$ cat src/hdl/dtpb_pkg.sv
// dtpb_pkg: register map, field positions and reset values of the
// down timer / pwm / buzzer block.
// assumes an 8-bit register port with one-cycle read latency.
package dtpb_pkg;
   localparam logic [2:0] ADDR_CTRL_ONE = 3'h0;
   localparam logic [2:0] ADDR_CTRL_TWO = 3'h1;
   localparam logic [2:0] ADDR_HIGH_BITS = 3'h2;
   localparam logic [2:0] ADDR_RELOAD_LOW = 3'h3;
   localparam logic [2:0] ADDR_DUTY_LOW = 3'h4;
   localparam logic [2:0] ADDR_PRESCALE_CNT = 3'h5;
   localparam logic [2:0] ADDR_BUZZER_CTRL = 3'h6;
   localparam logic [2:0] ADDR_IRQ = 3'h7;
   // control one
   localparam int C1_ENABLE = 0;
   localparam int C1_RELOAD = 1;
   localparam int C1_ONE_SHOT = 2;
   localparam int C1_ACT_LOW = 6;
   localparam int C1_PWM_OE = 7;
   // control two
   localparam int C2_EDGE = 4;
   localparam int C2_SOURCE = 5;
   localparam int C2_PS_EN_N = 3;
   // buzzer control: bit 7 enable, bit 3 source, bits 2:0 frequency select
   localparam int BZ_ENABLE = 7;
   localparam int BZ_SRC = 3;
   // irq register: flag bit 4, timer enable bit 0, global bit 7
   localparam int IRQ_FLAG = 4;
   localparam int IRQ_TIE = 0;
   localparam int IRQ_GIE = 7;
   localparam logic [7:0] RESET_CTRL_TWO = 8'h08;
   localparam logic [9:0] COUNT_FULL = 10'h3FF;
endpackage

$ cat src/hdl/dtpb_timer.sv
// dtpb_timer: ten-bit down timer with prescaler, pwm and buzzer on one pin.
// assumes one clock; external count pin synchronous to it.
//
// Local design decisions: the register addresses and the plain strobed port.
`timescale 1ns/10ps
// Operation
// RULE_01: ten-bit counter decrements per selected tick
// RULE_02: reload high first; applied at underflow
// RULE_03: disabled timer loads on low write
// RULE_04: timer read returns live count
// RULE_05: enable bit starts and stops counting
// RULE_06: source bit picks pin or instruction clock
// RULE_07: edge bit picks falling or rising edge
// RULE_08: active-low prescaler enable, three-bit ratio
// RULE_09: prescaler count readable
// RULE_10: one-shot counts down once, stops
// RULE_11: continuous restarts from reload or 0x3FF
// RULE_12: underflow sets flag; gated interrupt request
// RULE_13: flag cleared only by writing zero
// RULE_14: pwm enable drives shared pin output
// RULE_15: polarity bit selects active low
// RULE_16: ten-bit duty; zero never active
// RULE_17: software keeps duty within reload
// RULE_18: duty buffered, applied at underflow
// RULE_19: buzzer enable drives shared pin output
// RULE_20: buzzer source prescaler or timer output
// RULE_21: buzzer divides source by field ratio
// RULE_22: prescale ratio two to select plus one
// RULE_23: buzzer toggles, ratio two to code plus one
// RULE_24: pwm active until elapsed reaches duty
// RULE_25: pwm wins the shared pin
module dtpb_timer (
   // clock and reset
   input wire logic clock,
   input wire logic reset,
   // register port
   input wire logic [2:0] reg_addr,
   input wire logic [7:0] reg_wdata,
   input wire logic reg_write,
   input wire logic reg_read,
   output logic [7:0] reg_rdata,
   // count sources
   input wire logic instr_tick,
   input wire logic external_count_clock_pin,
   // pin and interrupt
   output logic shared_output_pin,
   output logic shared_pin_oe,
   output logic irq_request
);
   typedef struct packed {
      logic [7:0] timer_control_one;
      logic [7:0] timer_control_two;
      logic [7:0] high_bits_register;
      logic [7:0] timer_reload_low;
      logic [7:0] duty_low;
      logic [7:0] buzzer_control;
      logic underflow_flag;
      logic underflow_irq_enable;
      logic global_interrupt_enable;
      logic [9:0] count;
      logic [9:0] reload_buf;
      logic [9:0] active_reload;
      logic [9:0] duty_buf;
      logic [9:0] pwm_duty_value;
      logic [7:0] prescaler_count_value;
      logic [7:0] buzzer_div;
      logic buzzer_output;
      logic ext_prev;
      logic [7:0] rdata;
   } dtpb_state_s;

   dtpb_state_s state;
   dtpb_state_s next_state;

   logic src_tick;
   logic ps_tick;
   logic timer_tick;
   logic underflow;
   logic [7:0] ps_mask;
   logic [7:0] bz_mask;
   logic bz_src;
   logic [9:0] elapsed;
   logic pwm_active;
   logic pwm_output;
   logic running;

   // edge detect on the pin; falling when edge bit set
   always_comb begin
      if (state.timer_control_two[dtpb_pkg::C2_SOURCE]) begin // RULE_06
         if (state.timer_control_two[dtpb_pkg::C2_EDGE]) begin // RULE_07
            src_tick = state.ext_prev && !external_count_clock_pin;
         end else begin
            src_tick = !state.ext_prev && external_count_clock_pin;
         end
      end else begin
         src_tick = instr_tick;
      end
   end

   // ratio 2^(sel+1): tick when low sel+1 bits are all ones, before they wrap to zero
   always_comb begin
      ps_mask = 8'((9'h002 << state.timer_control_two[2:0]) - 9'h001);
   end // RULE_22
   assign ps_tick = src_tick
      && ((state.prescaler_count_value & ps_mask) == ps_mask); // RULE_08
   assign running = state.timer_control_one[dtpb_pkg::C1_ENABLE]; // RULE_05
   assign timer_tick = running
      && (state.timer_control_two[dtpb_pkg::C2_PS_EN_N] ? src_tick
      : ps_tick); // RULE_08
   assign underflow = timer_tick && (state.count == 10'h000); // RULE_10

   // elapsed input clocks within the frame
   assign elapsed = state.active_reload - state.count;
   assign pwm_active = running && (elapsed < state.pwm_duty_value); // RULE_24
   assign pwm_output = pwm_active
      ^ state.timer_control_one[dtpb_pkg::C1_ACT_LOW]; // RULE_15

   assign bz_mask = 8'((9'h002 << state.buzzer_control[2:0]) - 9'h001);
   assign bz_src = state.buzzer_control[dtpb_pkg::BZ_SRC] ? underflow
      : ps_tick; // RULE_20

   always_comb begin
      next_state = state;
      next_state.ext_prev = external_count_clock_pin;
      next_state.rdata = 8'h00;
      if (src_tick
          && !state.timer_control_two[dtpb_pkg::C2_PS_EN_N]) begin
         next_state.prescaler_count_value =
            state.prescaler_count_value + 8'h01;
      end
      if (bz_src) begin // RULE_21
         if ((state.buzzer_div & bz_mask) == bz_mask) begin
            next_state.buzzer_div = 8'h00;
            next_state.buzzer_output = !state.buzzer_output; // RULE_23
         end else begin
            next_state.buzzer_div = state.buzzer_div + 8'h01;
         end
      end
      if (timer_tick) begin
         if (underflow) begin
            next_state.pwm_duty_value = state.duty_buf; // RULE_18
            next_state.active_reload = state.reload_buf; // RULE_02
            if (state.timer_control_one[dtpb_pkg::C1_ONE_SHOT]) begin
               next_state.timer_control_one[dtpb_pkg::C1_ENABLE] = 1'b0;
               next_state.count = state.reload_buf; // RULE_10
            end else if (state.timer_control_one[dtpb_pkg::C1_RELOAD]) begin
               next_state.count = state.reload_buf; // RULE_11
            end else begin
               next_state.count = dtpb_pkg::COUNT_FULL; // RULE_11
               next_state.active_reload = dtpb_pkg::COUNT_FULL;
            end
         end else begin
            next_state.count = state.count - 10'h001; // RULE_01
         end
      end
      if (reg_write) begin
         unique case (reg_addr)
            dtpb_pkg::ADDR_CTRL_ONE: next_state.timer_control_one = reg_wdata;
            dtpb_pkg::ADDR_CTRL_TWO: next_state.timer_control_two = reg_wdata;
            dtpb_pkg::ADDR_HIGH_BITS: begin
               next_state.high_bits_register = reg_wdata;
            end
            dtpb_pkg::ADDR_RELOAD_LOW: begin
               next_state.timer_reload_low = reg_wdata;
               next_state.reload_buf = {state.high_bits_register[5:4],
                  reg_wdata}; // RULE_02
               if (!running) begin
                  next_state.count = {state.high_bits_register[5:4],
                     reg_wdata}; // RULE_03
                  next_state.active_reload = {state.high_bits_register[5:4],
                     reg_wdata};
               end
            end
            dtpb_pkg::ADDR_DUTY_LOW: begin
               next_state.duty_low = reg_wdata;
               next_state.duty_buf = {state.high_bits_register[1:0],
                  reg_wdata}; // RULE_16
            end
            dtpb_pkg::ADDR_PRESCALE_CNT: begin
            end
            dtpb_pkg::ADDR_BUZZER_CTRL: next_state.buzzer_control = reg_wdata;
            dtpb_pkg::ADDR_IRQ: begin
               next_state.underflow_irq_enable = reg_wdata[dtpb_pkg::IRQ_TIE];
               next_state.global_interrupt_enable =
                  reg_wdata[dtpb_pkg::IRQ_GIE];
               // writing one leaves it alone; only zero clears
               if (!reg_wdata[dtpb_pkg::IRQ_FLAG]) begin
                  next_state.underflow_flag = 1'b0; // RULE_13
               end
            end
         endcase
      end
      // set wins over a same-cycle clear
      if (underflow) begin
         next_state.underflow_flag = 1'b1; // RULE_12
      end
      if (reg_read) begin
         unique case (reg_addr)
            dtpb_pkg::ADDR_CTRL_ONE: next_state.rdata = state.timer_control_one;
            dtpb_pkg::ADDR_CTRL_TWO: next_state.rdata = state.timer_control_two;
            dtpb_pkg::ADDR_HIGH_BITS: begin
               next_state.rdata = {state.high_bits_register[7:2],
                  state.count[9:8]};
            end
            dtpb_pkg::ADDR_RELOAD_LOW: begin
               next_state.rdata = state.count[7:0]; // RULE_04
            end
            dtpb_pkg::ADDR_DUTY_LOW: next_state.rdata = state.duty_low;
            dtpb_pkg::ADDR_PRESCALE_CNT: begin
               next_state.rdata = state.prescaler_count_value; // RULE_09
            end
            dtpb_pkg::ADDR_BUZZER_CTRL: next_state.rdata = state.buzzer_control;
            dtpb_pkg::ADDR_IRQ: begin
               next_state.rdata = {state.global_interrupt_enable, 2'h0,
                  state.underflow_flag, 3'h0, state.underflow_irq_enable};
            end
         endcase
      end
   end

   always_ff @(posedge clock) begin
      if (reset) begin
         state <= '0;
         state.timer_control_two <= dtpb_pkg::RESET_CTRL_TWO;
      end else begin
         state <= next_state;
      end
   end

   assign reg_rdata = state.rdata;
   assign irq_request = state.underflow_flag && state.underflow_irq_enable
      && state.global_interrupt_enable; // RULE_12
   // pwm has priority over the buzzer on the shared pin
   assign shared_output_pin =
      state.timer_control_one[dtpb_pkg::C1_PWM_OE] ? pwm_output
      : state.buzzer_output; // RULE_25
   assign shared_pin_oe = state.timer_control_one[dtpb_pkg::C1_PWM_OE]
      || state.buzzer_control[dtpb_pkg::BZ_ENABLE]; // RULE_14 RULE_19

   // checks
   a_flag_sets: assert property (@(posedge clock) disable iff (reset)
      underflow |=> state.underflow_flag) // RULE_12
      else $error("flag not set on underflow");
   a_flag_holds: assert property (@(posedge clock) disable iff (reset)
      state.underflow_flag && !(reg_write && reg_addr == dtpb_pkg::ADDR_IRQ)
      |=> state.underflow_flag) // RULE_13
      else $error("flag cleared by hardware");
   a_count_dec: assert property (@(posedge clock) disable iff (reset)
      timer_tick && !underflow && !reg_write
      |=> state.count == $past(state.count) - 10'h001) // RULE_01
      else $error("count did not decrement");
   a_stop_idle: assert property (@(posedge clock) disable iff (reset)
      !running && !reg_write |=> state.count == $past(state.count)) // RULE_05
      else $error("count moved while stopped");
   a_one_shot: assert property (@(posedge clock) disable iff (reset)
      underflow && state.timer_control_one[dtpb_pkg::C1_ONE_SHOT]
      && !reg_write |=> !running) // RULE_10
      else $error("one-shot did not stop");
   a_full_restart: assert property (@(posedge clock) disable iff (reset)
      underflow && !state.timer_control_one[dtpb_pkg::C1_ONE_SHOT]
      && !state.timer_control_one[dtpb_pkg::C1_RELOAD] && !reg_write
      |=> state.count == dtpb_pkg::COUNT_FULL) // RULE_11
      else $error("no restart from full count");
   a_idle_load: assert property (@(posedge clock) disable iff (reset)
      reg_write && reg_addr == dtpb_pkg::ADDR_RELOAD_LOW && !running
      |=> state.count == {$past(state.high_bits_register[5:4]),
      $past(reg_wdata)}) // RULE_03
      else $error("idle reload not immediate");
   a_duty_zero: assert property (@(posedge clock) disable iff (reset)
      state.pwm_duty_value == 10'h000 |-> !pwm_active) // RULE_16
      else $error("zero duty went active");
   a_read_live: assert property (@(posedge clock) disable iff (reset)
      reg_read && reg_addr == dtpb_pkg::ADDR_RELOAD_LOW
      |=> reg_rdata == $past(state.count[7:0])) // RULE_04
      else $error("read not live count");
   a_pin_prio: assert property (@(posedge clock) disable iff (reset)
      state.timer_control_one[dtpb_pkg::C1_PWM_OE]
      |-> shared_pin_oe && shared_output_pin == pwm_output) // RULE_25
      else $error("pwm lost the pin");

   // interrupt gating and flag clearing
   a_irq_gie: assert property ( // RULE_12
      @(posedge clock) disable iff (reset)
      !state.global_interrupt_enable |-> !irq_request)
      else $error("irq without global enable");
   a_flag_clear: assert property ( // RULE_13
      @(posedge clock) disable iff (reset)
      reg_write && reg_addr == dtpb_pkg::ADDR_IRQ
      && !reg_wdata[dtpb_pkg::IRQ_FLAG] && !underflow
      |=> !state.underflow_flag)
      else $error("flag not cleared by zero write");

   // shared pin routing; pwm output wins over the buzzer
   a_pin_off: assert property ( // RULE_14
      @(posedge clock) disable iff (reset)
      !state.timer_control_one[dtpb_pkg::C1_PWM_OE]
      && !state.buzzer_control[dtpb_pkg::BZ_ENABLE] |-> !shared_pin_oe)
      else $error("pin driven with both outputs off");
   a_buzz_pin: assert property ( // RULE_19
      @(posedge clock) disable iff (reset)
      state.buzzer_control[dtpb_pkg::BZ_ENABLE]
      && !state.timer_control_one[dtpb_pkg::C1_PWM_OE]
      |-> shared_pin_oe && shared_output_pin == state.buzzer_output)
      else $error("buzzer not on pin");
   a_pwm_idle: assert property ( // RULE_15
      @(posedge clock) disable iff (reset)
      state.timer_control_one[dtpb_pkg::C1_PWM_OE] && !pwm_active
      |-> shared_output_pin == state.timer_control_one[dtpb_pkg::C1_ACT_LOW])
      else $error("inactive pwm level wrong");

   // prescaler: frozen while off, one step per source tick
   a_ps_hold: assert property ( // RULE_08
      @(posedge clock) disable iff (reset)
      state.timer_control_two[dtpb_pkg::C2_PS_EN_N]
      |=> $stable(state.prescaler_count_value))
      else $error("prescaler moved while off");
   a_ps_step: assert property ( // RULE_08
      @(posedge clock) disable iff (reset)
      src_tick && !state.timer_control_two[dtpb_pkg::C2_PS_EN_N]
      |=> state.prescaler_count_value
      == $past(state.prescaler_count_value) + 8'h01)
      else $error("prescaler missed a tick");
   a_ps_read: assert property ( // RULE_09
      @(posedge clock) disable iff (reset)
      reg_read && reg_addr == dtpb_pkg::ADDR_PRESCALE_CNT
      |=> reg_rdata == $past(state.prescaler_count_value))
      else $error("prescaler read wrong");
   a_rdata_idle: assert property ( // RULE_04
      @(posedge clock) disable iff (reset)
      !reg_read |=> reg_rdata == 8'h00)
      else $error("read data not zero when idle");

   // double buffers: captured at low write, applied at underflow
   a_reload_buf: assert property ( // RULE_02
      @(posedge clock) disable iff (reset)
      reg_write && reg_addr == dtpb_pkg::ADDR_RELOAD_LOW
      |=> state.reload_buf == {$past(state.high_bits_register[5:4]),
      $past(reg_wdata)})
      else $error("reload buffer not captured");
   a_duty_buf: assert property ( // RULE_16
      @(posedge clock) disable iff (reset)
      reg_write && reg_addr == dtpb_pkg::ADDR_DUTY_LOW
      |=> state.duty_buf == {$past(state.high_bits_register[1:0]),
      $past(reg_wdata)})
      else $error("duty buffer not captured");
   a_duty_load: assert property ( // RULE_18
      @(posedge clock) disable iff (reset)
      underflow |=> state.pwm_duty_value == $past(state.duty_buf))
      else $error("duty not applied at underflow");
   a_duty_hold: assert property ( // RULE_18
      @(posedge clock) disable iff (reset)
      !underflow |=> $stable(state.pwm_duty_value))
      else $error("duty changed between underflows");
   a_cont_reload: assert property ( // RULE_11
      @(posedge clock) disable iff (reset)
      underflow && !state.timer_control_one[dtpb_pkg::C1_ONE_SHOT]
      && state.timer_control_one[dtpb_pkg::C1_RELOAD] && !reg_write
      |=> state.count == $past(state.reload_buf))
      else $error("no restart from reload value");
   a_shot_reload: assert property ( // RULE_10
      @(posedge clock) disable iff (reset)
      underflow && state.timer_control_one[dtpb_pkg::C1_ONE_SHOT]
      && !reg_write |=> state.count == $past(state.reload_buf))
      else $error("one-shot lost its start value");

   // count source and edge selection
   a_instr_only: assert property ( // RULE_06
      @(posedge clock) disable iff (reset)
      !state.timer_control_two[dtpb_pkg::C2_SOURCE] && !instr_tick
      |-> !src_tick)
      else $error("tick without instruction clock");
   a_ext_rise: assert property ( // RULE_07
      @(posedge clock) disable iff (reset)
      state.timer_control_two[dtpb_pkg::C2_SOURCE]
      && !state.timer_control_two[dtpb_pkg::C2_EDGE]
      && state.timer_control_two[dtpb_pkg::C2_PS_EN_N] && running
      && !state.ext_prev && external_count_clock_pin |-> timer_tick)
      else $error("rising edge not counted");
   a_ext_fall: assert property ( // RULE_07
      @(posedge clock) disable iff (reset)
      state.timer_control_two[dtpb_pkg::C2_SOURCE]
      && state.timer_control_two[dtpb_pkg::C2_EDGE]
      && state.timer_control_two[dtpb_pkg::C2_PS_EN_N] && running
      && state.ext_prev && !external_count_clock_pin |-> timer_tick)
      else $error("falling edge not counted");
   a_buzz_toggle: assert property ( // RULE_23
      @(posedge clock) disable iff (reset)
      bz_src && ((state.buzzer_div & bz_mask) == bz_mask)
      |=> state.buzzer_output != $past(state.buzzer_output))
      else $error("buzzer did not toggle");

   c_underflow: cover property (@(posedge clock) disable iff (reset)
      underflow);
   c_one_shot: cover property (@(posedge clock) disable iff (reset)
      underflow && state.timer_control_one[dtpb_pkg::C1_ONE_SHOT]);
   c_pwm_on: cover property (@(posedge clock) disable iff (reset)
      pwm_active && state.timer_control_one[dtpb_pkg::C1_PWM_OE]);
   c_irq: cover property (@(posedge clock) disable iff (reset) irq_request);
   c_buzz: cover property (@(posedge clock) disable iff (reset)
      $rose(state.buzzer_output));
endmodule

$ cat config.mk
export PLATFORM = sky130hd
export DESIGN_NAME = dtpb_timer
export DESIGN_NICKNAME = d
export VERILOG_FILES = /design/src/hdl/dtpb_pkg.sv /design/src/hdl/dtpb_timer.sv
export SDC_FILE = /design/constraint.sdc
export NUM_CORES = 1
export LEC_CHECK = 0
export BUFFER_PORTS_ARGS = -buffer_cell sky130_fd_sc_hd__buf_2
export CAP_MARGIN = 40
export CORE_AREA = 5 5 116 118
export DETAILED_ROUTE_END_ITERATION = 10
export DIE_AREA = 0 0 121 123
export PLACE_DENSITY = 0.7
export SYNTH_ARGS = -nofsm -noshare
export SYNTH_HDL_FRONTEND = slang
export SYNTH_SLANG_ARGS = --single-unit
$ cat constraint.sdc
create_clock -name clock -period 3.46 [get_ports clock]
set_clock_uncertainty 0.05 [all_clocks]
set_input_delay 0 -clock clock [delete_from_list [all_inputs] [get_ports clock]]
set_output_delay 0 -clock clock [all_outputs]
set_load 0.01 [all_outputs]
==> impl_results.md, run 1 <==
- Worst EP required: about 3.4 ns
- Share of cells above drive strength 1: 0.1152
- Grt total ovfl: 0
- Clk slew on worst S/H paths: 0.07 ns
- Synth Instances: a little under 800
- Slew Limit Fails: 0
- Most common cell after layout, fill and taps aside: nand2_1
- Clock tree sinks: 111
- Routability cong.: 0.9586
- Max-cap violations: 0
- Antenna fix cells: 0
- Wire length per cell: 19.17 um
- Cell Pwr Density: 437.7 nW/um^2
- Setup crit start kind: flop
- Period utilization: 1.007
- Layout area overhead: 12.38%
- Max layer used: met4
- Largest net degree at the start of global routing: 42
- VDD IR max: 0.0003116 V
- Status: finished, violations left
- Met1 wire length: about 7.7 mm
- Global-route wire length before repair: 29.75 mm
- Final instance area: 6782 sq um
- DRC Markers: 0
- Clock root buffer: clkbuf_16
- Initial antenna violation count: 0
- Unrepaired setup endpoints after global routing: true
- Cell chain of the critical path: inv_2, ha_4, fa_2, nor2b_2, o21ai_2, a21boi_2, o21ai_2, nor2b_1, xnor2_1, ha_2, a21o_1, a21o_1, a211oi_2, nand3_1, a31oi_4, buf_6
- Die W: between 100 and 150 um
- Number of cells after detailed placement: around 950
- Setup WS pre-CTS: between 0.01 and 0.015 ns
- Crit path capture type: primary output
- Antenna Nets Post-Route: 0
- DR WL met2: 8.763 mm
- Post-route setup slack: -0.02537 ns
- Worst setup path class: flop to primary output
- Initial Utilization: 0.4881
- CTS tree: built
- Seq/Total Area, Yosys: 0.3682
- # fillers: 1195
- EDFF count, synth: 0
- Reg area: about 2200 sq um
- FMAX: 286.9 MHz
- Cts bufs inserted: 9
- Final hold vios: 0
- Total Routing Usage GR: 0.2562
- Syn nets: 835
- Rows: 41
- LEAKAGE: 0.002390 uW
- Htree depth: 3
- Post-synth top flop: dfxtp_1
- Slew Limit Headroom: 0.4595
- Failing checks: setup timing
- Port bufs: 27
- Vias in the first global route: 5573
- Least-Margin Pin Slew: 0.8046 ns
- Multi-input gate area: 3516 sq um
- Non-Filler Instances: 979
- Critical path arrival: 3.44 ns
- Warnings, synthesis: 0
- CTS Buffer Depth: 2
- Synth Area per Inst: 7.591 sq um
- Total number of vias: 5919
- Vias per cell: between 6 and 7
- Final min period: approximately 3.5 ns
- Hpwl dp: 13.14 mm
- Routed WL: 18.77 mm
- Post-synth ARST share: 0
- Wire length on met3: 1.579 mm
- Most frequent cells in the layout: nand2_1, dfxtp_1, a21oi_1
- Final setup viols: 1
- CP max-delay cell: fa_2
- Chip height: 123 um
- Final net count: 842
- Die area: 14880 sq um
- Mapped Area: approximately 6000 sq um
- Final setup TNS: -0.02537 ns
- Worst Hold Class: input port to flop
- Router iterations before antenna repair: 5
- Final Power: 2968 uW
- Ports: 28
- Critical path's largest stage delay: 0.38 ns
- Core area: 12360 sq um
- Synth cell types: 64
- DP Area: 6231 sq um
- Detailed Route Iter0 Violations: about 700
- Worst-Skew Late Latency: 0.35 ns
- Crit-path max FO: 2
- FF+latch count, synth: between 100 and 150
cell usage after synthesis (all sizes together), types with 8 or more instances:
cell type,n,share of area
inv,37,0.023
ha,22,0.046
mux2i,13,0.022
nand3,38,0.032
o31ai,10,0.012
nor3,17,0.015
nor2b,11,0.011
dfxtp,111,0.37
or3,11,0.011
nand2,140,0.087
o211ai,10,0.012
o21ai,41,0.035
a21oi,93,0.077
a31oi,8,0.0083
nand4,10,0.011
clkbuf,38,0.024
nor2,55,0.034
xor2,10,0.015
buf,20,0.019
flip-flops by register name, indices dropped and copies added, names as in the netlist:
register,flops
state,102
running,1
reg_rdata,8
metal layers:
metal,global-route usage,up-vias
met4,0.1275,0
met5,0,-
met3,0.04346,54
met1,0.3409,2772
met2,0.4036,287
li1,-,2806
timing repair:
item                                    4_1_cts  5_1_grt
buffers inserted                              3        2
pin swaps                                     4        7
resized for setup                             9       19
endpoints found under the setup margin        1        1
hold endpoints to repair                     51        0
hold buffers                                  9        0
stage by stage:
step | utilization | hold WS (ns)
6_report | 0.5485 | 0.09967
5_1_grt | 0.5485 | 0.1209
4_1_cts | 0.5406 | 0.09047
3_5_place_dp | 0.5040 | 0.2013
3_3_place_gp | 0.5024 | 0.1955
2_1_floorplan | - | 0.07662
logic make-up (layout without fill, tap and decap cells):
family                   Yosys count  after routing  synth area share
AND/OR/NAND/NOR                  328            328            0.2600
AO/OA/AOI/OAI                    208            208            0.2094
flip-flops                       111            111            0.3682
buffers and inverters             95            107           0.06635
adder cells (fa/ha/maj)           23             23           0.04893
XOR/XNOR                          15             15           0.02177
multiplexers                      15             15           0.02529
path summary, 6_finish.rpt:
check / start / end / slack [ns] / cells after the start
worst max register to register: state[66] / state[15] / 0.73 / 8
worst min-delay path: reg_read / reg_rdata[7] / 0.1 / 4
worst max-delay path: state[46] / shared_output_pin / -0.03 / 16
worst min register to register: state[45] / state[45] / 0.41 / 2
power breakdown:
part           switching [uW]  internal (uW)  total (uW)
sequential               26.2           1300        1330
clock                     478            603        1080
combinational             346            212         558
layout make-up:
type                            count  share of cell area
Multi-Input combinational cell    589              0.5185
Clock buffer                       12             0.03782
Inverter                           37             0.02048
Clock inverter                      4            0.007934
Tap cell                          172             0.03173
Sequential cell                   111              0.3288
Timing Repair Buffer               54             0.05480
worst max-delay path: cells and delay by family, from the launching register on:
family	cells	cell delay, ns
buf+inv	2	0.19
simple gates	3	0.44
xor+xnor	1	0.13
flops	1	0.32
compound gates	7	1.27
fa+ha+maj	3	0.71
(Power assumes the default switching activity.)
==> inputs of run 2 (changes only) <==
--- a/config.mk
+++ b/config.mk
@@ -5,11 +5,12 @@
 export SDC_FILE = /design/constraint.sdc
 export NUM_CORES = 1
 export LEC_CHECK = 0
+export ABC_AREA = 1
 export BUFFER_PORTS_ARGS = -buffer_cell sky130_fd_sc_hd__buf_2
 export CAP_MARGIN = 40
-export CORE_AREA = 5 5 116 118
+export CORE_AREA = 5 5 115 117
 export DETAILED_ROUTE_END_ITERATION = 10
-export DIE_AREA = 0 0 121 123
+export DIE_AREA = 0 0 120 122
 export PLACE_DENSITY = 0.7
 export SYNTH_ARGS = -nofsm -noshare
 export SYNTH_HDL_FRONTEND = slang
==> impl_results.md, run 2 <==
- Status: finished clean
- Most common cell in the netlist: nand2_1
- Hpwl dp: 11.22 mm (-15%)
- Wire length per cell: 15.98 um (-17%)
- Combinational share of power: 0.183 (-0.005)
- Switch share: 0.2949 (+0.008563)
- Register with the most flip-flops: state
- Routed WL: 16.12 mm (-14%)
- Initial Utilization: 0.4834 (-0.004692)
- Clock root buffer: clkbuf_16
- Detailed Route Iter0 Violations: 444 (-37%)
- LEAKAGE: 0.002602 uW (+8.9%)
- Worst setup path class: flop to primary output
- Routability cong.: 0.9278 (-3.2%)
- Seq/Total Area, Yosys: 0.3749 (+0.006685)
- Total Routing Usage GR: 0.2234 (-0.03276)
- FMAX: 302.6 MHz (+5.5%)
- Critical path arrival: 3.25 ns (-0.19 ns)
- Core area: 12260 sq um (-0.83%)
- Die W: 120 um (-0.83%)
- FF+latch count, synth: 111 (unchanged)
- Post-synth top area cell: dfxtp_1
- Warnings, synthesis: 0 (unchanged)
- Clk pwr share: 0.363 (about the same)
- # fillers: 1212 (+1.4%)
- DP Area: 6067 sq um (-2.6%)
- Psw: 866.8 uW (+2.0%)
- Cts bufs inserted: 9 (unchanged)
- Most common cell after layout, fill and taps aside: nand2_1
- Synth Instances: 841 (+5.8%)
- Setup crit start kind: flop
- Chip height: 122 um (-0.81%)
- Vias in the first global route: 5113 (-8.3%)
- Largest net degree at the start of global routing: 44 (+4.8%)
- Worst EP required: 3.41 ns (about the same)
- Largest register FFs: 102 (unchanged)
- Final min period: 3.304 ns (-0.1810 ns)
- Post-synth top cells: nand2_1, dfxtp_1, a21oi_1
- Int Pwr: 2073 uW (-2.2%)
- Reg power frac: 0.455 (+0.007)
- Global-route wire length before repair: 25.77 mm (-13%)
- Top post-synthesis cells by area: dfxtp_1, nand2_1, a21oi_1
- Crit path capture type: primary output
- Htree depth: 3 (unchanged)
- Die area: 14640 sq um (-1.6%)
- Port bufs: 27 (unchanged)
- Slew Limit Headroom: 0.5803 (+0.1209)
- Final hold vios: 0 (unchanged)
- VDD IR max: 0.0003211 V (+3.1%)
- Share of cells above drive strength 1: 0.1059 (-0.009304)
- Most frequent cells in the layout: nand2_1, a21oi_1, dfxtp_1
- Syn nets: 881 (+5.5%)
- Crit-path max FO: 5 (+3)
- Mapped Area: 5927 sq um (-1.8%)
- Antenna fix cells: 0 (unchanged)
- Final core utilization: 0.5345 (-0.01398)
- CTS Buffer Depth: 2 (unchanged)
- Grt total ovfl: 0 (unchanged)
- Post-synth top area share: 0.3749 (+0.006685)
- Reg area: 2230 sq um (unchanged)
- EDFF count, synth: 0 (unchanged)
- Max-cap violations: 0 (unchanged)
- Slew Limit Fails: 0 (unchanged)
- Vias per cell: 5.513 (-8.8%)
- Post-synth ARST share: 0 (unchanged)
- Synth cell types: 43 (-33%)
- Post-synth top flop: dfxtp_1
- Worst Hold Class: input port to flop
- Antenna Nets Post-Route: 0 (unchanged)
- Clock tree sinks: 111 (unchanged)
- Least-Margin Pin Slew: 0.6288 ns (-0.1758 ns)
- DRC Markers: 0 (unchanged)
- Worst-Skew Late Latency: 0.36 ns (about the same)
- Multi-input gate area: 3163 sq um (-10%)
- Final net count: 895 (+6.3%)
- Synth Area per Inst: 7.047 sq um (-7.2%)
- Final instance area: 6554 sq um (-3.4%)
- Final setup viols: 0 (-1)
- Layout area overhead: 10.58%
- Period utilization: 0.9550 (-0.05231)
- Router iterations before antenna repair: 5 (unchanged)
- CTS tree: built
- Total number of vias: 5563 (-6.0%)
- Initial antenna violation count: 0 (unchanged)
- Rows: 41 (unchanged)
- Ports: 28 (unchanged)
- WHS: 0.03248 ns (-0.06719 ns)
- Cell Pwr Density: 448.5 nW/um^2 (+2.5%)
- Clk slew on worst S/H paths: 0.08 ns (about the same)
[run 2: power by group through the flow]
stage	logic [uW]	registers, uW	clock network [uW]
3_5_place_dp	489	1370	0
5_1_grt	603	1340	1130
3_3_place_gp	480	1360	0
4_1_cts	504	1340	1080
6_report	537	1340	1070
2_1_floorplan	378	1360	0
[run 2: logic make-up after synthesis]
logic type | synth area share
simple gates | 0.2442
buf+inv | 0.1039
compound gates | 0.1961
xor+xnor | 0.03103
fa+ha+maj | 0.04982
flops | 0.3749
[run 2: worst max-delay path, cell delays in order, from the launching register on]
cell and delay, ns:
dfxtp_1 0.36, inv_2 0.09, ha_4 0.24, a21oi_1 0.17, o21ai_2 0.09, nand2_1 0.07, nand2_1 0.05, nand2_1 0.07
nand2_2 0.06, a21o_1 0.16, a21oi_1 0.16, inv_1 0.07, nand2_1 0.06, nand2_1 0.06, ha_1 0.29, nand2_2 0.07
nor2_2 0.10, nand4_1 0.11, o2111ai_2 0.26, xor2_1 0.17, o21ai_1 0.06, buf_2 0.14
[run 2: final cells by class]
type,instances,area share
Inverter,109,0.06300
Timing Repair Buffer,41,0.04047
Clock inverter,5,0.01012
Tap cell,150,0.02864
Multi-Input combinational cell,583,0.4826
Sequential cell,111,0.3402
Clock buffer,10,0.03494
[run 2: repair_timing]
action	CTS	global route
setup buffers	0	1
endpoints found under the hold margin	31	0
setup endpoints to repair	1	1
pin swaps	0	9
resized for setup	3	20
hold buffers	10	0
gates cloned	0	0
[run 2: worst paths after layout]
kind | start | end | slack, ns | depth (start not counted)
hold / removal | instr_tick | state[19] | 0.03 | 5
setup reg to reg | state[66] | state[17] | 0.94 | 12
hold reg to reg | state[97] | state[97] | 0.41 | 2
setup / recovery | state[69] | shared_output_pin | 0.16 | 21
[run 2: per-stage QoR]
step           total power (uW)  std cells  worst slack (ns)  setup TNS (ns)
2_1_floorplan              1735        841            0.6107               0
3_3_place_gp               1845        983            0.3416               0
3_5_place_dp               1854        983            0.2565               0
4_1_cts                    2919       1008          0.005052               0
5_1_grt                    3076       1009          -0.04973        -0.04973
6_report                   2940       1009            0.1556               0
[run 2: layer usage]
layer / up-vias / share of wire / track usage
li1: 2814 / - / -
met1: 2517 / 0.47 / 0.3094
met2: 197 / 0.44 / 0.3477
met3: 35 / 0.062 / 0.04410
met4: 0 / 0.028 / 0.07946
met5: - / 0 / 0
